==> src/rtl/audio_port_pkg.sv <==
// Purpose: Constants and carrier types for the serial audio port
// Assumes: AXI4-Lite register bus with 32-bit data
// Notes: Offsets are byte addresses, one aligned word per register
package audio_port_pkg;
    // ----------------------------------------
    // Register map
    // ----------------------------------------
    localparam int ADDR_W = 8;
    localparam logic [7:0] CTRL_OFS = 8'h00;
    localparam logic [7:0] DIV_OFS = 8'h04;
    localparam logic [7:0] REC_L_OFS = 8'h08;
    localparam logic [7:0] REC_R_OFS = 8'h0c;
    localparam logic [7:0] PLAY_L_OFS = 8'h10;
    localparam logic [7:0] PLAY_R_OFS = 8'h14;
    localparam logic [7:0] STAT_OFS = 8'h18;
    localparam logic [1:0] RESP_OKAY = 2'h0;
    localparam logic [1:0] RESP_SLVERR = 2'h2;
    // ----------------------------------------
    // Field positions
    // ----------------------------------------
    localparam int F_FMT = 0;
    localparam int F_WL = 2;
    localparam int F_POL = 4;
    localparam int F_BINV = 7;
    localparam int F_TRIS = 8;
    localparam int F_RSLOT = 10;
    localparam int F_RTDM = 11;
    localparam int F_PSLOT = 12;
    localparam int F_PTDM = 13;
    localparam int F_BOE = 16;
    localparam int F_FOE = 17;
    localparam int F_BDIV = 0;
    localparam int F_FRATE = 8;
    localparam int F_PLAY_NEW = 0;
    // ----------------------------------------
    // Codes and reset values
    // ----------------------------------------
    localparam logic [1:0] FMT_RJ = 2'h0;
    localparam logic [1:0] FMT_LJ = 2'h1;
    localparam logic [1:0] FMT_I2S = 2'h2;
    localparam logic [1:0] FMT_DSP = 2'h3;
    localparam logic [1:0] WL_16 = 2'h0;
    localparam logic [1:0] WL_20 = 2'h1;
    localparam logic [1:0] WL_24 = 2'h2;
    localparam logic [1:0] WL_32 = 2'h3;
    localparam logic [5:0] SAMPLE_W = 6'h18;
    localparam logic [1:0] FMT_RST = FMT_I2S;
    localparam logic [1:0] WL_RST = WL_24;
    localparam logic [7:0] BCLK_DIV_RST = 8'h04;
    localparam logic [9:0] FRAME_RATE_RST = 10'h040;
    // ----------------------------------------
    // Carrier types
    // ----------------------------------------
    typedef struct packed {
        logic awvalid;
        logic [ADDR_W-1:0] awaddr;
        logic wvalid;
        logic [31:0] wdata;
        logic [3:0] wstrb;
        logic bready;
        logic arvalid;
        logic [ADDR_W-1:0] araddr;
        logic rready;
    } axi_req_s;
    typedef struct packed {
        logic awready;
        logic wready;
        logic bvalid;
        logic [1:0] bresp;
        logic arready;
        logic rvalid;
        logic [31:0] rdata;
        logic [1:0] rresp;
    } axi_rsp_s;
    typedef struct packed {
        logic frame_oe;
        logic bclk_oe;
        logic play_tdm;
        logic play_slot;
        logic rec_tdm;
        logic rec_slot;
        logic tris;
        logic bclk_inv;
        logic pol;
        logic [1:0] wl;
        logic [1:0] fmt;
    } ctrl_s;
    typedef struct packed {
        logic hit;
        logic right;
        logic [5:0] idx;
    } slot_s;
    typedef struct packed {
        ctrl_s ctrl;
        logic [7:0] bdiv;
        logic [9:0] frate;
        logic [23:0] rec_l;
        logic [23:0] rec_r;
        logic [23:0] play_l;
        logic [23:0] play_r;
        logic play_new;
        logic aw_have;
        logic [ADDR_W-1:0] awaddr;
        logic w_have;
        logic [31:0] wdata;
        logic [3:0] wstrb;
        axi_rsp_s rsp;
        logic [7:0] divcnt;
        logic mbclk;
        logic e_q;
        logic f_q;
        logic [9:0] pos;
        logic [9:0] len;
        logic [9:0] fcnt;
        logic fout;
        logic [23:0] rx_sr;
        logic dout;
        logic doe;
        logic bclk_oe_o;
        logic frame_oe_o;
        logic [5:0] tx_idx;
        logic tx_right;
        logic tx_hit;
    } state_s;
endpackage

==> src/rtl/audio_serial_port.sv <==
// Purpose: Serial audio port with record output, playback input, bit and frame clocks
// Assumes: Pin inputs synchronous to CLOCK_I; bit clock well below CLOCK_I/2
// Notes: Registers over AXI4-Lite; bit clock edges are detected, not used as a clock
`timescale 1ns/1ns
module audio_serial_port
    import audio_port_pkg::*;
(
    // Clock and reset
    input wire logic CLOCK_I,
    input wire logic RST_B_I,
    // Register bus
    input wire axi_req_s AXI_REQ_I,
    output axi_rsp_s AXI_RSP_O,
    // Bit clock pin
    input wire logic BCLK_I,
    output logic BCLK_O,
    output logic BCLK_OE_O,
    // Frame clock pin
    input wire logic FRAME_I,
    output logic FRAME_O,
    output logic FRAME_OE_O,
    // Data pins
    input wire logic PLAYBACK_DATA_I,
    output logic RECORD_DATA_O,
    output logic RECORD_DATA_OE_O
);
    // ----------------------------------------
    // Helpers
    // ----------------------------------------
    function automatic logic [5:0] wl_bits(input logic [1:0] wl);
        logic [5:0] w;
        case (wl)
            WL_16: w = 6'h10;
            WL_20: w = 6'h14;
            WL_24: w = 6'h18;
            default: w = 6'h20;
        endcase
        return w;
    endfunction

    function automatic logic [9:0] word_start(input ctrl_s c, input logic tdm, input logic slot,
                                              input logic [9:0] len);
        logic [9:0] b;
        logic two;
        logic [9:0] ws;
        b = {4'h0, wl_bits(c.wl)};
        two = tdm && slot;
        case (c.fmt)
            FMT_RJ: ws = len - ((tdm && !slot) ? (b << 1) : b);
            FMT_LJ: ws = two ? b : 10'h000;
            FMT_I2S: ws = 10'h001 + (two ? b : 10'h000);
            default: ws = (c.pol ? 10'h000 : 10'h001) + (two ? (b << 1) : 10'h000);
        endcase
        return ws;
    endfunction

    function automatic slot_s decode(input logic [9:0] pos, input logic [9:0] start,
                                     input logic [5:0] w, input logic dsp);
        slot_s r;
        logic [9:0] k;
        logic [9:0] span;
        k = pos - start;
        span = dsp ? {3'h0, w, 1'b0} : {4'h0, w};
        r.hit = (pos >= start) && (k < span);
        r.right = dsp && (k >= {4'h0, w});
        r.idx = r.right ? 6'(k - {4'h0, w}) : k[5:0];
        return r;
    endfunction

    function automatic logic [31:0] merge(input logic [31:0] old, input logic [31:0] d,
                                          input logic [3:0] strb);
        logic [31:0] r;
        r = old;
        for (int i = 0; i < 4; i++) begin
            if (strb[i]) begin
                r[i*8 +: 8] = d[i*8 +: 8];
            end
        end
        return r;
    endfunction

    state_s s;
    state_s n;
    axi_req_s q;
    assign q = AXI_REQ_I;

    // ----------------------------------------
    // Next state
    // ----------------------------------------
    always_comb begin
        logic [31:0] cr;
        logic [31:0] dr;
        logic [31:0] rd;
        logic [31:0] wv;
        logic err;
        logic [5:0] w;
        logic dsp;
        logic bsrc;
        logic e;
        logic rise;
        logic fall;
        logic fsrc;
        logic trans;
        logic left;
        logic lv;
        logic [7:0] bd;
        logic [9:0] tp;
        slot_s rx;
        slot_s tx;
        logic [23:0] word;
        logic [23:0] src;
        cr = '0;
        dr = '0;
        rd = '0;
        wv = '0;
        err = 1'b0;
        w = '0;
        dsp = 1'b0;
        bsrc = 1'b0;
        e = 1'b0;
        rise = 1'b0;
        fall = 1'b0;
        fsrc = 1'b0;
        trans = 1'b0;
        left = 1'b0;
        lv = 1'b0;
        bd = '0;
        tp = '0;
        rx = '0;
        tx = '0;
        word = '0;
        src = '0;
        n = s;
        cr[F_FMT +: 2] = s.ctrl.fmt;
        cr[F_WL +: 2] = s.ctrl.wl;
        cr[F_POL] = s.ctrl.pol;
        cr[F_BINV] = s.ctrl.bclk_inv;
        cr[F_TRIS] = s.ctrl.tris;
        cr[F_RSLOT] = s.ctrl.rec_slot;
        cr[F_RTDM] = s.ctrl.rec_tdm;
        cr[F_PSLOT] = s.ctrl.play_slot;
        cr[F_PTDM] = s.ctrl.play_tdm;
        cr[F_BOE] = s.ctrl.bclk_oe;
        cr[F_FOE] = s.ctrl.frame_oe;
        dr[F_BDIV +: 8] = s.bdiv;
        dr[F_FRATE +: 10] = s.frate;

        // ----------------------------------------
        // Write channel
        // ----------------------------------------
        if (s.rsp.bvalid && q.bready) begin
            n.rsp.bvalid = 1'b0;
        end
        if (s.rsp.awready && q.awvalid) begin
            n.aw_have = 1'b1;
            n.awaddr = q.awaddr;
        end
        if (s.rsp.wready && q.wvalid) begin
            n.w_have = 1'b1;
            n.wdata = q.wdata;
            n.wstrb = q.wstrb;
        end
        if (n.aw_have && n.w_have && !n.rsp.bvalid) begin
            n.aw_have = 1'b0;
            n.w_have = 1'b0;
            n.rsp.bvalid = 1'b1;
            n.rsp.bresp = RESP_OKAY;
            if (n.awaddr == CTRL_OFS) begin
                wv = merge(cr, n.wdata, n.wstrb);
                n.ctrl.fmt = wv[F_FMT +: 2];
                n.ctrl.wl = wv[F_WL +: 2];
                n.ctrl.pol = wv[F_POL];
                n.ctrl.bclk_inv = wv[F_BINV];
                n.ctrl.tris = wv[F_TRIS];
                n.ctrl.rec_slot = wv[F_RSLOT];
                n.ctrl.rec_tdm = wv[F_RTDM];
                n.ctrl.play_slot = wv[F_PSLOT];
                n.ctrl.play_tdm = wv[F_PTDM];
                n.ctrl.bclk_oe = wv[F_BOE];
                n.ctrl.frame_oe = wv[F_FOE];
            end else if (n.awaddr == DIV_OFS) begin
                wv = merge(dr, n.wdata, n.wstrb);
                n.bdiv = wv[F_BDIV +: 8];
                n.frate = wv[F_FRATE +: 10];
            end else if (n.awaddr == REC_L_OFS) begin
                wv = merge({8'h00, s.rec_l}, n.wdata, n.wstrb);
                n.rec_l = wv[23:0];
            end else if (n.awaddr == REC_R_OFS) begin
                wv = merge({8'h00, s.rec_r}, n.wdata, n.wstrb);
                n.rec_r = wv[23:0];
            end else if (n.awaddr == STAT_OFS) begin
                if (n.wstrb[0] && n.wdata[F_PLAY_NEW]) begin
                    n.play_new = 1'b0;
                end
            end else if (n.awaddr != PLAY_L_OFS && n.awaddr != PLAY_R_OFS) begin
                n.rsp.bresp = RESP_SLVERR;
            end
        end
        n.rsp.awready = !n.aw_have && !n.rsp.bvalid;
        n.rsp.wready = !n.w_have && !n.rsp.bvalid;

        // ----------------------------------------
        // Read channel
        // ----------------------------------------
        if (s.rsp.rvalid && q.rready) begin
            n.rsp.rvalid = 1'b0;
        end
        if (q.araddr == CTRL_OFS) begin
            rd = cr;
        end else if (q.araddr == DIV_OFS) begin
            rd = dr;
        end else if (q.araddr == REC_L_OFS) begin
            rd = {8'h00, s.rec_l};
        end else if (q.araddr == REC_R_OFS) begin
            rd = {8'h00, s.rec_r};
        end else if (q.araddr == PLAY_L_OFS) begin
            rd = {8'h00, s.play_l};
        end else if (q.araddr == PLAY_R_OFS) begin
            rd = {8'h00, s.play_r};
        end else if (q.araddr == STAT_OFS) begin
            rd[F_PLAY_NEW] = s.play_new;
        end else begin
            err = 1'b1;
        end
        if (s.rsp.arready && q.arvalid) begin
            n.rsp.rvalid = 1'b1;
            n.rsp.rdata = rd;
            n.rsp.rresp = err ? RESP_SLVERR : RESP_OKAY;
        end
        n.rsp.arready = !n.rsp.rvalid;

        // ----------------------------------------
        // Clock generation and edge detection
        // ----------------------------------------
        w = wl_bits(s.ctrl.wl);
        dsp = s.ctrl.fmt == FMT_DSP;
        bd = (s.bdiv == 8'h00) ? 8'h01 : s.bdiv;
        if (8'(s.divcnt + 8'h01) >= bd) begin
            n.divcnt = 8'h00;
            n.mbclk = !s.mbclk;
        end else begin
            n.divcnt = 8'(s.divcnt + 8'h01);
        end
        // Mixed clocking: frame divider follows whichever bit clock is live
        bsrc = s.ctrl.bclk_oe ? s.mbclk : BCLK_I;
        e = bsrc ^ s.ctrl.bclk_inv;
        n.e_q = e;
        rise = e && !s.e_q;
        fall = !e && s.e_q;
        lv = (s.ctrl.fmt != FMT_I2S) ^ s.ctrl.pol;
        if (fall) begin
            n.fcnt = (10'(s.fcnt + 10'h001) >= s.frate) ? 10'h000 : 10'(s.fcnt + 10'h001);
            if (dsp) begin
                n.fout = n.fcnt == 10'h000;
            end else begin
                n.fout = (n.fcnt < (s.frate >> 1)) ? lv : !lv;
            end
        end
        fsrc = s.ctrl.frame_oe ? n.fout : FRAME_I;
        trans = dsp ? (fsrc && !s.f_q) : (fsrc != s.f_q);
        left = ((s.ctrl.fmt == FMT_I2S) ? !fsrc : fsrc) ^ s.ctrl.pol;

        // ----------------------------------------
        // Receive on rising edge
        // ----------------------------------------
        if (rise) begin
            n.f_q = fsrc;
            n.pos = trans ? 10'h000 : 10'(s.pos + 10'h001);
            if (trans) begin
                n.len = 10'(s.pos + 10'h001);
            end
            rx = decode(n.pos, word_start(s.ctrl, s.ctrl.play_tdm, s.ctrl.play_slot, n.len), w, dsp);
            if (rx.hit) begin
                if (rx.idx < SAMPLE_W) begin
                    n.rx_sr = {s.rx_sr[22:0], PLAYBACK_DATA_I};
                end
                if (rx.idx == 6'(w - 6'h01)) begin
                    word = (w >= SAMPLE_W) ? n.rx_sr : 24'(n.rx_sr << (SAMPLE_W - w));
                    if (dsp ? rx.right : !left) begin
                        n.play_r = word;
                    end else begin
                        n.play_l = word;
                    end
                    // Set wins over a clear in the same cycle
                    n.play_new = 1'b1;
                end
            end
        end

        // ----------------------------------------
        // Transmit on falling edge
        // ----------------------------------------
        if (fall) begin
            tp = (fsrc != s.f_q && (!dsp || fsrc)) ? 10'h000 : 10'(s.pos + 10'h001);
            tx = decode(tp, word_start(s.ctrl, s.ctrl.rec_tdm, s.ctrl.rec_slot, s.len), w, dsp);
            src = (dsp ? tx.right : !left) ? s.rec_r : s.rec_l;
            n.tx_idx = tx.idx;
            n.tx_right = dsp ? tx.right : !left;
            n.tx_hit = tx.hit;
            if (tx.hit && tx.idx < SAMPLE_W) begin
                n.dout = src[5'(6'h17 - tx.idx)];
                n.doe = 1'b1;
            end else begin
                n.dout = 1'b0;
                n.doe = tx.hit ? 1'b0 : !s.ctrl.rec_tdm;
            end
        end
        if (s.ctrl.tris || (s.ctrl.rec_tdm && !n.tx_hit)) begin
            n.doe = 1'b0;
        end
        n.bclk_oe_o = s.ctrl.bclk_oe && !s.ctrl.tris;
        n.frame_oe_o = s.ctrl.frame_oe && !s.ctrl.tris;
    end

    // ----------------------------------------
    // State register
    // ----------------------------------------
    always_ff @(posedge CLOCK_I or negedge RST_B_I) begin
        if (!RST_B_I) begin
            s <= '0;
            s.ctrl.fmt <= FMT_RST;
            s.ctrl.wl <= WL_RST;
            s.bdiv <= BCLK_DIV_RST;
            s.frate <= FRAME_RATE_RST;
        end else begin
            s <= n;
        end
    end

    assign AXI_RSP_O = s.rsp;
    assign BCLK_O = s.mbclk;
    assign BCLK_OE_O = s.bclk_oe_o;
    assign FRAME_O = s.fout;
    assign FRAME_OE_O = s.frame_oe_o;
    assign RECORD_DATA_O = s.dout;
    assign RECORD_DATA_OE_O = s.doe;
endmodule

==> config.mk <==
export PLATFORM = sky130hd
export DESIGN_NAME = audio_serial_port
export DESIGN_NICKNAME = d
export VERILOG_FILES = /design/src/rtl/audio_port_pkg.sv /design/src/rtl/audio_serial_port.sv
export SDC_FILE = /design/constraint.sdc
export NUM_CORES = 1
export LEC_CHECK = 0
export BUFFER_PORTS_ARGS = -buffer_cell sky130_fd_sc_hd__buf_2
export CAP_MARGIN = 20
export CORE_MARGIN = 2
export CORE_UTILIZATION = 30
export CTS_CLUSTER_SIZE = 30
export DETAILED_ROUTE_END_ITERATION = 16
export HOLD_SLACK_MARGIN = 0.06
export REMOVE_ABC_BUFFERS = 1
export SETUP_SLACK_MARGIN = 0.15
export SLEW_MARGIN = 20
export SYNTH_ARGS = -nofsm -noshare
export SYNTH_HDL_FRONTEND = slang
export SYNTH_SLANG_ARGS = --single-unit
==> constraint.sdc <==
create_clock -name CLOCK_I -period 23 [get_ports CLOCK_I]
set_input_delay 3.45 -clock CLOCK_I [delete_from_list [all_inputs] [get_ports CLOCK_I]]
set_output_delay 3.45 -clock CLOCK_I [all_outputs]
set_load 0.01 [all_outputs]
# Word level (Yosys, flattened, before mapping)
# Cells that the tools add are included.
dict set report classes {
  shift 1
  mul 0
  n_div 0
  addsub 16
  bitwise_logic 7
  magnitude_cmp 13
  eq_ne 20
  reduce_logical 69
  muxes 84
}
# cell count
set op_table {}
lappend op_table {{$mux W24} 10}
lappend op_table {{$mux W10} 7}
lappend op_table {{$pmux W10 S3} 2}
lappend op_table {{$mux W37} 1}
lappend op_table {{$mux W1} 36}
lappend op_table {{$mux W6} 6}
lappend op_table {{$mux W35} 1}
lappend op_table {{$mux W7} 5}
lappend op_table {{$eq A8 B4 Y1 const B} 4}
lappend op_table {{$eq A8 B5 Y1 const B} 4}
lappend op_table {{$ge A10 B10 Y1} 3}
lappend op_table {{$logic_and A1 B1 Y1} 27}
lappend op_table {{$logic_not A8 Y1} 3}
lappend op_table {{$shl A24 B6 Y24} 1}
lappend op_table {{$mux W23} 1}
lappend op_table {{$add A10 B1 Y10 const B} 2}
lappend op_table {{$ge A10 B6 Y1} 2}
lappend op_table {{$lt A10 B7 Y1} 2}
lappend op_table {{$reduce_and A4 Y1} 5}
lappend op_table {{$sub A10 B10 Y10} 2}
lappend op_table {{$sub A10 B7 Y10} 2}
lappend op_table {{$logic_not A1 Y1} 18}
lappend op_table {{$mux W2} 9}
lappend op_table {{$pmux W6 S3} 1}
lappend op_table {{34 further kinds} 56}
dict set report totals {
  latch_bits 0
  rom_bits 0
  elab_cells 262
  register_bits 286
  out_inout_bits 47
  mem_bits_rw 0
  n_memories 0
  input_bits 62
}

# Logic depth before layout (Yosys ltp)
# Gate-level depths: netlist of run 1.
dict set report logic_depth {
  word_depth 25
  depth_mapped 52
  ltp_nobuf 47
}

# Worst setup path after synthesis of run 1
# No wires, ideal clock.
dict set report synth_path {
  kind {input -> register}
  startpoint {input port BCLK_I}
  endpoint {register s[188] (netlist bit)}
  required_ns 22.875
  t_arrival_ns 10.817
  path_slack_ns 12.058
  n_path_buf 4
  setup_ns 0.125
  path_stages 36
  path_cell_list {mux2i_1 > xor2_1 > nand2_1 > a211o_2 > or2_2 > a21oi_1 > inv_1 > ha_1 > nand2_1 > o21ai_0 > clkbuf_1 > clkbuf_1 > nand2_1 > o21ai_0 > ha_1 > a21boi_0 > o21ai_0 > nand2b_1 > a21o_1 > a21o_1 > nor3_1 > xnor2_1 > nand2_1 > ha_1 > or3_1 > a21boi_0 > mux2i_1 > o41ai_4 > mux2i_2 > buf_6 > buf_6 > mux2i_1 > nor2_1 > a21oi_1 > o221ai_1 > mux2_2}
}
dict set report synth_between {
  elab_chain_cells 23
  word_cells_on_any_way 37
  classes_between {add/sub (3); order compare (4); eq/ne (2); shift (1); mux (16); bitwise (2); reduce/logical (9)}
}
# item line_no
set synth_rtl {}
lappend synth_rtl {{from (decl)} audio_serial_port.sv:15} ;# input wire logic BCLK_I,
lappend synth_rtl {{$mux W1 (*)} audio_serial_port.sv:245} ;# bsrc = s.ctrl.bclk_oe ? s.mbclk : BCLK_I;
lappend synth_rtl {{$xor A1 B1 Y1 (*)} audio_serial_port.sv:246} ;# e = bsrc ^ s.ctrl.bclk_inv;
lappend synth_rtl {{$logic_not A1 Y1} audio_serial_port.sv:249} ;# fall = !e && s.e_q;
lappend synth_rtl {{$logic_and A1 B1 Y1} audio_serial_port.sv:249}
lappend synth_rtl {{$mux W1} audio_serial_port.sv:251} ;# if (fall) begin
lappend synth_rtl {{$mux W1} audio_serial_port.sv:259} ;# fsrc = s.ctrl.frame_oe ? n.fout : FRAME_I;
lappend synth_rtl {{$ne A1 B1 Y1 / $logic_and A1 B1 Y1 (equally long branches)} audio_serial_port.sv:260} ;# trans = dsp ? (fsrc && !s.f_q) : (fsrc != s.f_q);
lappend synth_rtl {{$mux W1} audio_serial_port.sv:260}
lappend synth_rtl {{[... 7 more ...]} -}
lappend synth_rtl {{$logic_and A1 B1 Y1} audio_serial_port.sv:65} ;# r.right = dsp && (k >= {4'h0, w});
lappend synth_rtl {{$mux W6} audio_serial_port.sv:66} ;# r.idx = r.right ? 6'(k - {4'h0, w}) : k[5:0];
lappend synth_rtl {{$lt A6 B5 Y1} audio_serial_port.sv:274} ;# if (rx.idx < SAMPLE_W) begin
lappend synth_rtl {{$mux W24} audio_serial_port.sv:274}
lappend synth_rtl {{$mux W24} audio_serial_port.sv:273} ;# if (rx.hit) begin
lappend synth_rtl {{$mux W24} audio_serial_port.sv:266} ;# if (rise) begin
lappend synth_rtl {{$shl A24 B6 Y24} audio_serial_port.sv:278} ;# word = (w >= SAMPLE_W) ? n.rx_sr : 24'(n.rx_sr << (SAMPLE_W - w));
lappend synth_rtl {{$mux W24} audio_serial_port.sv:278}
lappend synth_rtl {{to (signal assigned)} audio_serial_port.sv:326} ;# s <= n;
lappend synth_rtl {{to (decl)} audio_serial_port.sv:82} ;# state_s s;
# Mark *: on every way between the ends. The rest lies on a longest branch, timed or not. The select of a mux whose other input is x is not followed.
# A chain may end at the register's enable or synchronous reset.

# Worst setup path after layout of run 1
dict set report layout_path {
  startpoint {register s[37] (netlist bit)}
  endpoint {register s[179] (netlist bit)}
}
dict set report layout_between {
  elab_chain_cells 25
  word_cells_on_any_way 39
  classes_between {add/sub (4); order compare (6); eq/ne (2); shift (1); mux (18); bitwise (1); reduce/logical (7)}
}
# item line_no
set layout_rtl {}
lappend layout_rtl {{$add A10 B1 Y10 (*)} audio_serial_port.sv:252} ;# n.fcnt = (10'(s.fcnt + 10'h001) >= s.frate) ? 10'h000 : 10'(s.fcnt + 10'h001);
lappend layout_rtl {{$ge A10 B10 Y1} audio_serial_port.sv:252}
lappend layout_rtl {{$mux W10 (*)} audio_serial_port.sv:252}
lappend layout_rtl {{$lt A10 B9 Y1} audio_serial_port.sv:256} ;# n.fout = (n.fcnt < (s.frate >> 1)) ? lv : !lv;
lappend layout_rtl {{$mux W1} audio_serial_port.sv:256}
lappend layout_rtl {{$mux W1 (*)} audio_serial_port.sv:253} ;# if (dsp) begin
lappend layout_rtl {{$mux W1 (*)} audio_serial_port.sv:251}
lappend layout_rtl {{$mux W1 (*)} audio_serial_port.sv:259}
lappend layout_rtl {{[... 9 more ...]} -}
lappend layout_rtl {{$logic_and A1 B1 Y1} audio_serial_port.sv:65}
lappend layout_rtl {{$mux W6} audio_serial_port.sv:66}
lappend layout_rtl {{$lt A6 B5 Y1} audio_serial_port.sv:274}
lappend layout_rtl {{$mux W24} audio_serial_port.sv:274}
lappend layout_rtl {{$mux W24} audio_serial_port.sv:273}
lappend layout_rtl {{$mux W24} audio_serial_port.sv:266}
lappend layout_rtl {{$shl A24 B6 Y24} audio_serial_port.sv:278}
lappend layout_rtl {{$mux W24} audio_serial_port.sv:278}
# Marks and branches as above.

==> results of run 1 <==
==> how the worst max path moves through the flow <==
| stage | from | cells past startpoint | slack (ns) | endpoint |
|---|---|---|---|---|
| 6_report | s[37] | 48 | 10.11 | s[179] |
| 5_1_grt | s[37] | 47 | 9.32 | s[202] |
| 2_1_floorplan | BCLK_I | 30 | 10.54 | s[213] |
| 4_1_cts | s[37] | 48 | 10.25 | s[179] |
| 3_3_place_gp | BCLK_I | 35 | 9.93 | s[179] |
| 3_5_place_dp | BCLK_I | 35 | 9.72 | s[179] |
==> kinds of logic (layout without fill, tap and decap cells) <==
group / Yosys count / count (layout) / synth area share [%]
fa+ha+maj: 90 / 90 / 6.94
xor+xnor: 55 / 55 / 2.85
buf+inv: 226 / 268 / 6.25
other cells: 1 / 10 / 0.0222
flops: 267 / 267 / 39.6
mux: 190 / 190 / 12.6
simple gates: 558 / 558 / 15.4
compound gates: 431 / 431 / 16.3
==> power groups by stage <==
stage	Sequential [mW]	Combinational, mW	Clock [mW]
finish	0.657	1.49	0.527
floorplan	0.635	1.10	0
global placement	0.659	1.43	0
global route	0.669	1.65	0.556
detailed placement	0.663	1.47	0
CTS	0.655	1.48	0.536
==> through the flow <==
stage / setup WS, ns / hold slack (ns) / area, um2
finish: 10.11 / 0.470 / 18900
detailed placement: 9.72 / 0.461 / 17800
CTS: 10.25 / 0.475 / 18900
global route: 9.32 / 0.499 / 18900
floorplan: 10.54 / 0.435 / 16300
global placement: 9.93 / 0.449 / 17800
==> flip-flops by register name, indices dropped and copies added, names as in the netlist <==
register	flops
s	230
AXI_RSP_O	31
BCLK_O	1
BCLK_OE_O	1
FRAME_O	1
FRAME_OE_O	1
RECORD_DATA_O	1
RECORD_DATA_OE_O	1
==> cells in the final DEF (no fill, tap or decap), types with 7 or more instances in the layout <==
cell	n
mux4_2	7
o31ai_1	14
xnor2_1	30
mux2_2	88
a22o_1	7
a22oi_1	11
a21o_1	16
nor2_1	195
a21oi_1	140
nand3_1	32
and2_1	13
nor2b_1	36
buf_2	88
o22ai_1	21
mux2i_1	90
o21ai_0	105
nand2b_1	22
o22a_1	10
conb_1	10
nor4_1	8
or3_1	8
ha_1	84
dfrtp_1	263
nand4_1	11
xor2_1	25
a31oi_1	14
nor3_1	22
o21a_1	11
nand2_1	156
buf_4	16
and3_1	12
a221oi_1	15
clkbuf_16	31
inv_1	102
a211oi_1	9
==> worst register-to-register path: cells and delay by family (launching register included) <==
kind,cells,cell delay [ns]
compound gates,16,4.74
simple gates,15,2.38
fa+ha+maj,7,2.15
mux,4,1.49
xor+xnor,3,0.95
buf+inv,3,0.58
flops,1,0.49
==> routing by layer <==
| layer | global-route usage (%) | wire (um) | up-vias |
|---|---|---|---|
| met5 | 0 | 0 | - |
| met4 | 6.43 | 1920 | 0 |
| met3 | 2.10 | 2430 | 98 |
| met2 | 28.3 | 23300 | 391 |
| met1 | 23.3 | 22300 | 6726 |
| li1 | - | - | 6440 |
==> final cells by class <==
class | instances | area share, %
clock buffers | 40 | 4.44
clock inverters | 18 | 1.32
inverters | 104 | 2.06
multi-input cells | 1334 | 48.7
flip-flops and latches | 267 | 35.4
well taps | 748 | 4.95
repair buffers | 106 | 3.15
==> metrics.csv, run 1 <==
metric;value;unit
status;completed;
Cells after Synth;1818;
clock buffer count from CTS;31;
Die Y;241;um
fillcell total;5650;
final slew viol count;0;
Arr. time, crit path;13.34;ns
worst-skew pair later-pin latency;0.60;ns
Max-slew headroom;26.4;%
Die Area;58200;um2
first-pass GRT wire length;78600;um
Post-synth EDFFs;0;
synth top area cells;dfrtp_1 (39%), ha_1 (6.2%), mux2_2 (5.9%);
DIE WIDTH;241;um
first-pass iteration count of the detailed router;5;
# IOs;109;
Post-Route WL;49900;um
number of I/O port buffers;89;
count of final hold-check violations;0;
most frequent cells after synthesis;dfrtp_1 (263), nor2_1 (199), nand2_1 (158);
initial drt markers;976;
share of cells above drive strength 1;15.8;%
drt via density;5.22;
clock root cell;clkbuf_16;
CP most frequent cell;ha_1;
H-tree levels;1;
Clk pwr share;19.7;%
Worst IR Drop VDD;0.110;mV
fin crit share;56.0;%
P&R area growth vs syn;12.0;%
Clock Skew;0.0156;ns
post-CTS sizing;0;
reg2reg start;s[37];
post-synthesis async set-or-reset flop share;100;%
leakage power figure;8.76;nW
Critical Path Sink Type;register;
row count;86;
Reg area;6690;um2
Logic pwr share;55.7;%
ANT nets after route;0;
share of the synthesized area in the top cell type;39.0;%
final net count;1996;
Net Sw Frac;45.0;%
DRC viols;0;
Reg-to-Reg End;s[179];
area of the multi-input gates;9210;um2
RSZ-0062 raised after global routing;no;
CTS tree;yes;
Max clock buf depth;3;
Seq cells post-synth;267;
CTS sink cnt;267;
Critical Path Source Type;register;
vias in the first global route;13700;
type of the worst min-delay path;reg -> reg;
CP Max Fanout;27;
total power;2.67;mW
Endpoint, Worst Hold;s[0];
slowest cell delay on critical path;0.63;ns
Distinct cells, synth;87;
critical path's slowest cell;a2111oi_2;
Tmin final;12.89;ns
cell with the most instances after synthesis;dfrtp_1;
post-DP HPWL;37200;um
Synth warnings;0;
Post-CTS Setup Repair Bufs;0;
power density cells;141;nW/um2
switching power;1.20;mW
Seq/Total Area, Yosys;39.6;%
Max Freq;77.6;MHz
part of the power in registers;24.6;%
r2r worst-path depth;48;
CP top delay family;compound AO/OA/AOI/OAI gates;
Reg clk slew, reported paths;0.06;ns
gr ovfl total;0;
Final setup viols;0;
Cell Int Power;1.47;mW
required time of the worst setup path;23.46;ns
hold_sp;s[0];
initial antenna violation count;1;
CP Buf/Inv Count;3;
CTS Hold Bufs;0;
Most used DFF post-synth;dfrtp_1;
Core Util, Final;34.1;%
setup_tns;0;ns
WHS Path Cells;2;
routability cong.;0.890;
dpl cells;2559;
critical path class;reg -> reg;
Avg Cell Area, Syn;9.29;um2
Worst R2R Setup Slack;10.11;ns
Layout Cells excl Fill;2617;
dominant cell type by area after synthesis;dfrtp_1;
vias post-DR;13700;
largest net degree at the start of global routing;151;
Initial Util;30.5;%
n_diodes;0;
Worst-Margin Slew;1.10;ns
Synth Cell Area;16900;um2
max-cap viol count;0;
Core Footprint;55400;um2
GRT Util Overall;17.2;%
routed len/inst;19.1;um
Power figures use the tool's default switching activity.
==> inputs of run 2 (changes only) <==
Settings changed: ABC_AREA from default to 1.
Clock period 23 ns to 10.8 ns, I/O delays scaled along.
==> run 2 against run 1 <==
Net effect:
- core utilization down 0.34 points
- via count is 8.0% higher
- worst setup slack worse by 9.0 ns
- final area fell by 2.0%
- sequential share of layout area is 0.70 points higher
- flip-flop and latch count did not move
- wire length shrank 2.3%
- non-clock buffer count is 6 higher
- synthesized area down 1.7%
- first-iteration DRC count up 3.1%
- maximum frequency rose by 34%
- final cell count increased by 14%
- critical endpoint is now s[213]
==> metrics.csv, run 2 <==
metric;value;unit;change
status;completed;;
Most used DFF post-synth;dfrtp_1;;
Endpoint, Worst Hold;AXI_RSP_O[21];;
fin crit share;89.3;%;+33 points
most frequent cells after synthesis;nand2_1 (620), inv_1 (272), dfrtp_1 (263);;
initial antenna violation count;0;;-1
Arr. time, crit path;10.12;ns;-3.22 ns
Reg-to-Reg End;s[213];;
slowest cell delay on critical path;0.43;ns;-0.20 ns
Worst-Margin Slew;1.09;ns;-0.00700 ns
Critical Path Source Type;register;;
Seq cells post-synth;267;;unchanged
final worst slack;1.15;ns;-8.96 ns
Cells after Synth;2215;;+22%
Max Freq;104;MHz;+34%
CTS sink cnt;267;;unchanged
final net count;2409;;+21%
hold slack;0.480;ns;+0.00999 ns
first-pass iteration count of the detailed router;6;;+1
CP most frequent cell;nand2_1;;
Die Area;57200;um2;-1.7%
max-cap viol count;0;;unchanged
type of the worst min-delay path;reg -> reg;;
H-tree levels;1;;unchanged
CP Max Fanout;27;;unchanged
RSZ-0062 raised after global routing;no;;
Critical Path Sink Type;register;;
commonest non-fill, non-tap cell in the layout;nand2_1;;
Largest Register;s;;
Max-slew headroom;26.9;%;+0.52 points
Final setup viols;0;;unchanged
Synth warnings;0;;unchanged
WHS Path Cells;2;;unchanged
initial drt markers;1006;;+3.1%
cell with the most instances after synthesis;nand2_1;;
CP top delay family;simple AND/OR/NAND/NOR gates;;
Clock Skew;0.0274;ns;+0.0118 ns
DRC viols;0;;unchanged
Post-synth EDFFs;0;;unchanged
Die Y;239;um;-0.86%
CTS Hold Bufs;0;;unchanged
Max clock buf depth;3;;unchanged
Core Util, Final;33.8;%;-0.34 points
r2r worst-path depth;59;;+23%
share of cells above drive strength 1;9.08;%;-6.7 points
largest net degree at the start of global routing;110;;-27%
routed len/inst;16.4;um;-14%
Reg clk slew, reported paths;0.06;ns;about the same
Tmin final;9.65;ns;-3.24 ns
Avg Cell Area, Syn;7.49;um2;-19%
row count;86;;unchanged
share of the synthesized area in the top cell type;39.7;%;+0.69 points
Initial Util;30.2;%;-0.24 points
vias in the first global route;14300;;+4.2%
clock buffer count from CTS;30;;-3.2%
gr ovfl total;0;;unchanged
count of final hold-check violations;0;;unchanged
fillcell total;5764;;+2.0%
dominant cell type by area after synthesis;dfrtp_1;;
critical path class;reg -> reg;;
DIE WIDTH;239;um;-0.86%
hold_sp;AXI_RSP_O[21];;
drt via density;4.94;;-5.2%
Synth Cell Area;16600;um2;-1.7%
final slew viol count;0;;unchanged
synth top area cells;dfrtp_1 (40%), nand2_1 (14%), ha_1 (6.3%);;
most frequent cells in the layout;nand2_1 (620), inv_1 (271), dfrtp_1 (263);;
Worst R2R Setup Slack;1.15;ns;-8.96 ns
post-synthesis async set-or-reset flop share;100;%;unchanged
GRT Util Overall;17.0;%;-0.20 points
worst-skew pair later-pin latency;0.59;ns;about the same
Seq/Total Area, Yosys;40.3;%;+0.70 points
reg2reg start;s[37];;
# IOs;109;;unchanged
required time of the worst setup path;11.27;ns;-12.19 ns
critical path's slowest cell;dfrtp_1;;
number of I/O port buffers;89;;unchanged
pre-CTS WS;1.30;ns;-8.42 ns
n_diodes;0;;unchanged
CTS tree;yes;;
first-pass GRT wire length;77900;um;-0.93%
setup_tns;0;ns;unchanged
clock root cell;clkbuf_16;;
Post-Route WL;48800;um;-2.3%
ANT nets after route;0;;unchanged
post-DP HPWL;36000;um;-3.1%
Distinct cells, synth;60;;-31%
Worst Setup SP;s[37];;
P&R area growth vs syn;11.7;%;
routability cong.;0.899;;+0.97%
CP Buf/Inv Count;10;;+7
vias post-DR;14700;;+8.0%
Core Footprint;54900;um2;-0.97%
max reg flops;230;;unchanged
[run 2: layer usage]
metal,vias up,track usage (%),wire (um)
met4,0,4.60,1090
met1,7013,22.9,22400
met5,-,0,0
li1,7271,-,-
met3,73,1.65,2340
met2,392,29.2,22900
[run 2: area by class of cell]
| class | instances | area [um2] | share of cell area, % |
|---|---|---|---|
| repair buffers | 112 | 628 | 3.39 |
| multi-input cells | 1567 | 8300 | 44.8 |
| well taps | 704 | 881 | 4.75 |
| clock buffers | 45 | 877 | 4.73 |
| inverters | 279 | 1050 | 5.67 |
| flip-flops and latches | 267 | 6690 | 36.1 |
| clock inverters | 9 | 116 | 0.628 |
[run 2: worst min-delay path, delay by kind of cell, from the launching register on]
kind,cells,cell delay (ns)
simple gates,1,0.05
flops,1,0.33
compound gates,1,0.06
[run 2: worst max-delay path by stage]
| stage | end | cells past startpoint |
|---|---|---|
| after global placement | s[213] | 55 |
| after global routing | s[213] | 57 |
| after CTS | s[213] | 56 |
| final | s[213] | 59 |
| after floorplan | s[166] | 55 |
| after detailed placement | s[189] | 55 |
[run 2: repair_timing]
item,4_1_cts,5_1_grt
endpoints found under the setup margin,0,7
resized for setup,0,3
buffers inserted,0,0
[run 2: through the flow]
| stage | area, um2 | cells |
|---|---|---|
| after CTS | 18500 | 2983 |
| final | 18500 | 2983 |
| after floorplan | 16000 | 2113 |
| after global routing | 18500 | 2983 |
| after detailed placement | 17500 | 2929 |
| after global placement | 17500 | 2929 |
[run 2: cell families (layout without fill, tap and decap cells)]
| group | after synthesis | count (layout) | share of synthesized area (%) |
|---|---|---|---|
| and+or+nand+nor | 999 | 999 | 25.3 |
| AOI/OAI and AO/OA | 421 | 421 | 14.7 |
| buffers and inverters | 390 | 445 | 10.0 |
| DFF | 267 | 267 | 40.3 |
| adders and majority gates | 90 | 90 | 7.06 |
| xor gates and xnor gates | 36 | 36 | 1.95 |
| muxes | 11 | 11 | 0.724 |
| other | 1 | 10 | 0.0226 |
Power of run 2 is not shown: default switching activity piles up to over one toggle a cycle in this logic, so the estimate is an artifact.
==> inputs of run 3 (changes only) <==
Settings changed: CORE_UTILIZATION 30 to 56, PLACE_DENSITY from default to 0.78, REMOVE_ABC_BUFFERS 1 to default.
==> run 3 against run 2 <==
Net effect:
- wire length is 5.7% lower
- register-to-register slack got worse by 0.098 ns
- first-iteration DRC count grew 70%
- die area is 46% lower
- critical path depth shrank 5
- via count up 2.7%
- clock skew down 0.011 ns
- global-route usage is 13 points higher
- core utilization is 28 points higher
- flip-flop and latch count did not move
- hold slack got worse by 0.0068 ns
- critical endpoint is now s[189]
- largest cell class unchanged
==> metrics.csv, run 3 (synthesis gave the netlist of run 2 again) <==
metric;value;unit;change
status;completed;;
Tmin final;9.74;ns;+0.0977 ns
Max clock buf depth;3;;unchanged
fin crit share;90.2;%;+0.90 points
Worst-Margin Slew;1.02;ns;-0.0761 ns
routability cong.;0.929;;+3.3%
dpl cells;2612;;-11%
setup_tns;0;ns;unchanged
Worst Setup SP;s[37];;
first-pass GRT wire length;74600;um;-4.2%
commonest non-fill, non-tap cell in the layout;nand2_1;;
GRT Util Overall;30.0;%;+13 points
CTS tree;yes;;
routed len/inst;17.2;um;+5.5%
initial drt markers;1714;;+70%
CP Max Fanout;27;;unchanged
Reg clk slew, reported paths;0.06;ns;about the same
final net count;2406;;-0.12%
final slew viol count;0;;unchanged
Post-Route WL;46000;um;-5.7%
critical path class;reg -> reg;;
reg2reg start;s[37];;
DIE WIDTH;176;um;-26%
H-tree levels;1;;unchanged
count of final hold-check violations;0;;unchanged
Largest Register;s;;
CTS sink cnt;267;;unchanged
vias in the first global route;14500;;+1.5%
required time of the worst setup path;11.25;ns;-0.02 ns
drt via density;5.68;;+15%
Critical Path Sink Type;register;;
Initial Util;56.4;%;+26 points
hold_sp;AXI_RSP_O[34];;
ANT nets after route;0;;unchanged
clock buffer count from CTS;29;;-3.3%
gr ovfl total;0;;unchanged
post-DP HPWL;33600;um;-6.7%
most frequent cells in the layout;nand2_1 (620), inv_1 (272), dfrtp_1 (263);;
share of cells above drive strength 1;9.00;%;-0.080 points
n_diodes;0;;unchanged
first-pass iteration count of the detailed router;5;;-1
Clock Skew;0.0159;ns;-0.0115 ns
Core Footprint;29400;um2;-46%
max-cap viol count;0;;unchanged
type of the worst min-delay path;reg -> reg;;
initial antenna violation count;0;;unchanged
critical path's slowest cell;o21ai_0;;
vias post-DR;15200;;+2.7%
max reg flops;230;;unchanged
Layout Cells excl Fill;2667;;-11%
CTS Hold Bufs;0;;unchanged
Post-CTS Setup Repair Bufs;0;;unchanged
CP Buf/Inv Count;7;;-3
largest net degree at the start of global routing;119;;+8.2%
Final setup viols;0;;unchanged
Critical Path Source Type;register;;
CP top delay family;simple AND/OR/NAND/NOR gates;;
Max-slew headroom;32.0;%;+5.1 points
# IOs;109;;unchanged
row count;63;;-27%
P&R area growth vs syn;9.46;%;
Arr. time, crit path;10.20;ns;+0.08 ns
CP most frequent cell;nand2_1;;
worst-skew pair later-pin latency;0.57;ns;-0.02 ns
Max Freq;103;MHz;-1.0%
RSZ-0062 raised after global routing;no;;
Die Area;31000;um2;-46%
slowest cell delay on critical path;0.47;ns;+0.04 ns
DRC viols;0;;unchanged
Die Y;176;um;-26%
clock root cell;clkbuf_16;;
post-CTS sizing;0;;unchanged
number of I/O port buffers;89;;unchanged
fillcell total;2567;;-55%
[run 3: worst reg2reg max path, delay by kind of cell (launching register included)]
| family | cells | cell delay, ns |
|---|---|---|
| AOI/OAI and AO/OA | 9 | 2.07 |
| xor gates and xnor gates | 2 | 0.51 |
| adders and majority gates | 7 | 2.25 |
| buffers and inverters | 7 | 0.81 |
| DFF | 1 | 0.44 |
| and+or+nand+nor | 29 | 3.57 |
[run 3: final cells by class]
cell class | instances | area (um2) | area share, %
multi-input combinational | 1567 | 8300 | 45.7
sequential | 267 | 6690 | 36.8
inverter | 279 | 1050 | 5.78
clock buffer | 42 | 835 | 4.60
timing repair buffer | 110 | 633 | 3.49
tap | 390 | 488 | 2.69
clock inverter | 12 | 170 | 0.937
[run 3: routing by layer]
metal	wire, um	part of all wire (%)	global-route usage (%)
met3	3230	7.0	3.36
met2	21500	47	49.7
met1	19500	42	40.9
met5	0	0	0
met4	1730	3.8	11.2
[run 3: final timing paths]
check	endpoint	slack (ns)	cells past startpoint
worst max-delay path	s[189]	1.06	54
worst min-delay path	AXI_RSP_O[35]	0.47	1
worst max register to register	s[189]	1.06	54
worst min register to register	AXI_RSP_O[35]	0.47	1
max in group asynchronous	s[53]	7.77	3
min in group asynchronous	s[142]	1.14	1
[run 3: through the flow]
step           util, %  cell area (um2)  hold WS [ns]  worst slack, ns
2_1_floorplan        -            16600         0.435             2.83
3_3_place_gp      58.2            17100         0.448             1.44
3_5_place_dp      58.2            17100         0.463             1.16
4_1_cts           61.6            18100         0.477             1.11
5_1_grt           61.8            18200         0.495            0.155
6_report          61.8            18200         0.473             1.06
Power of run 3 is left out for the same reason.
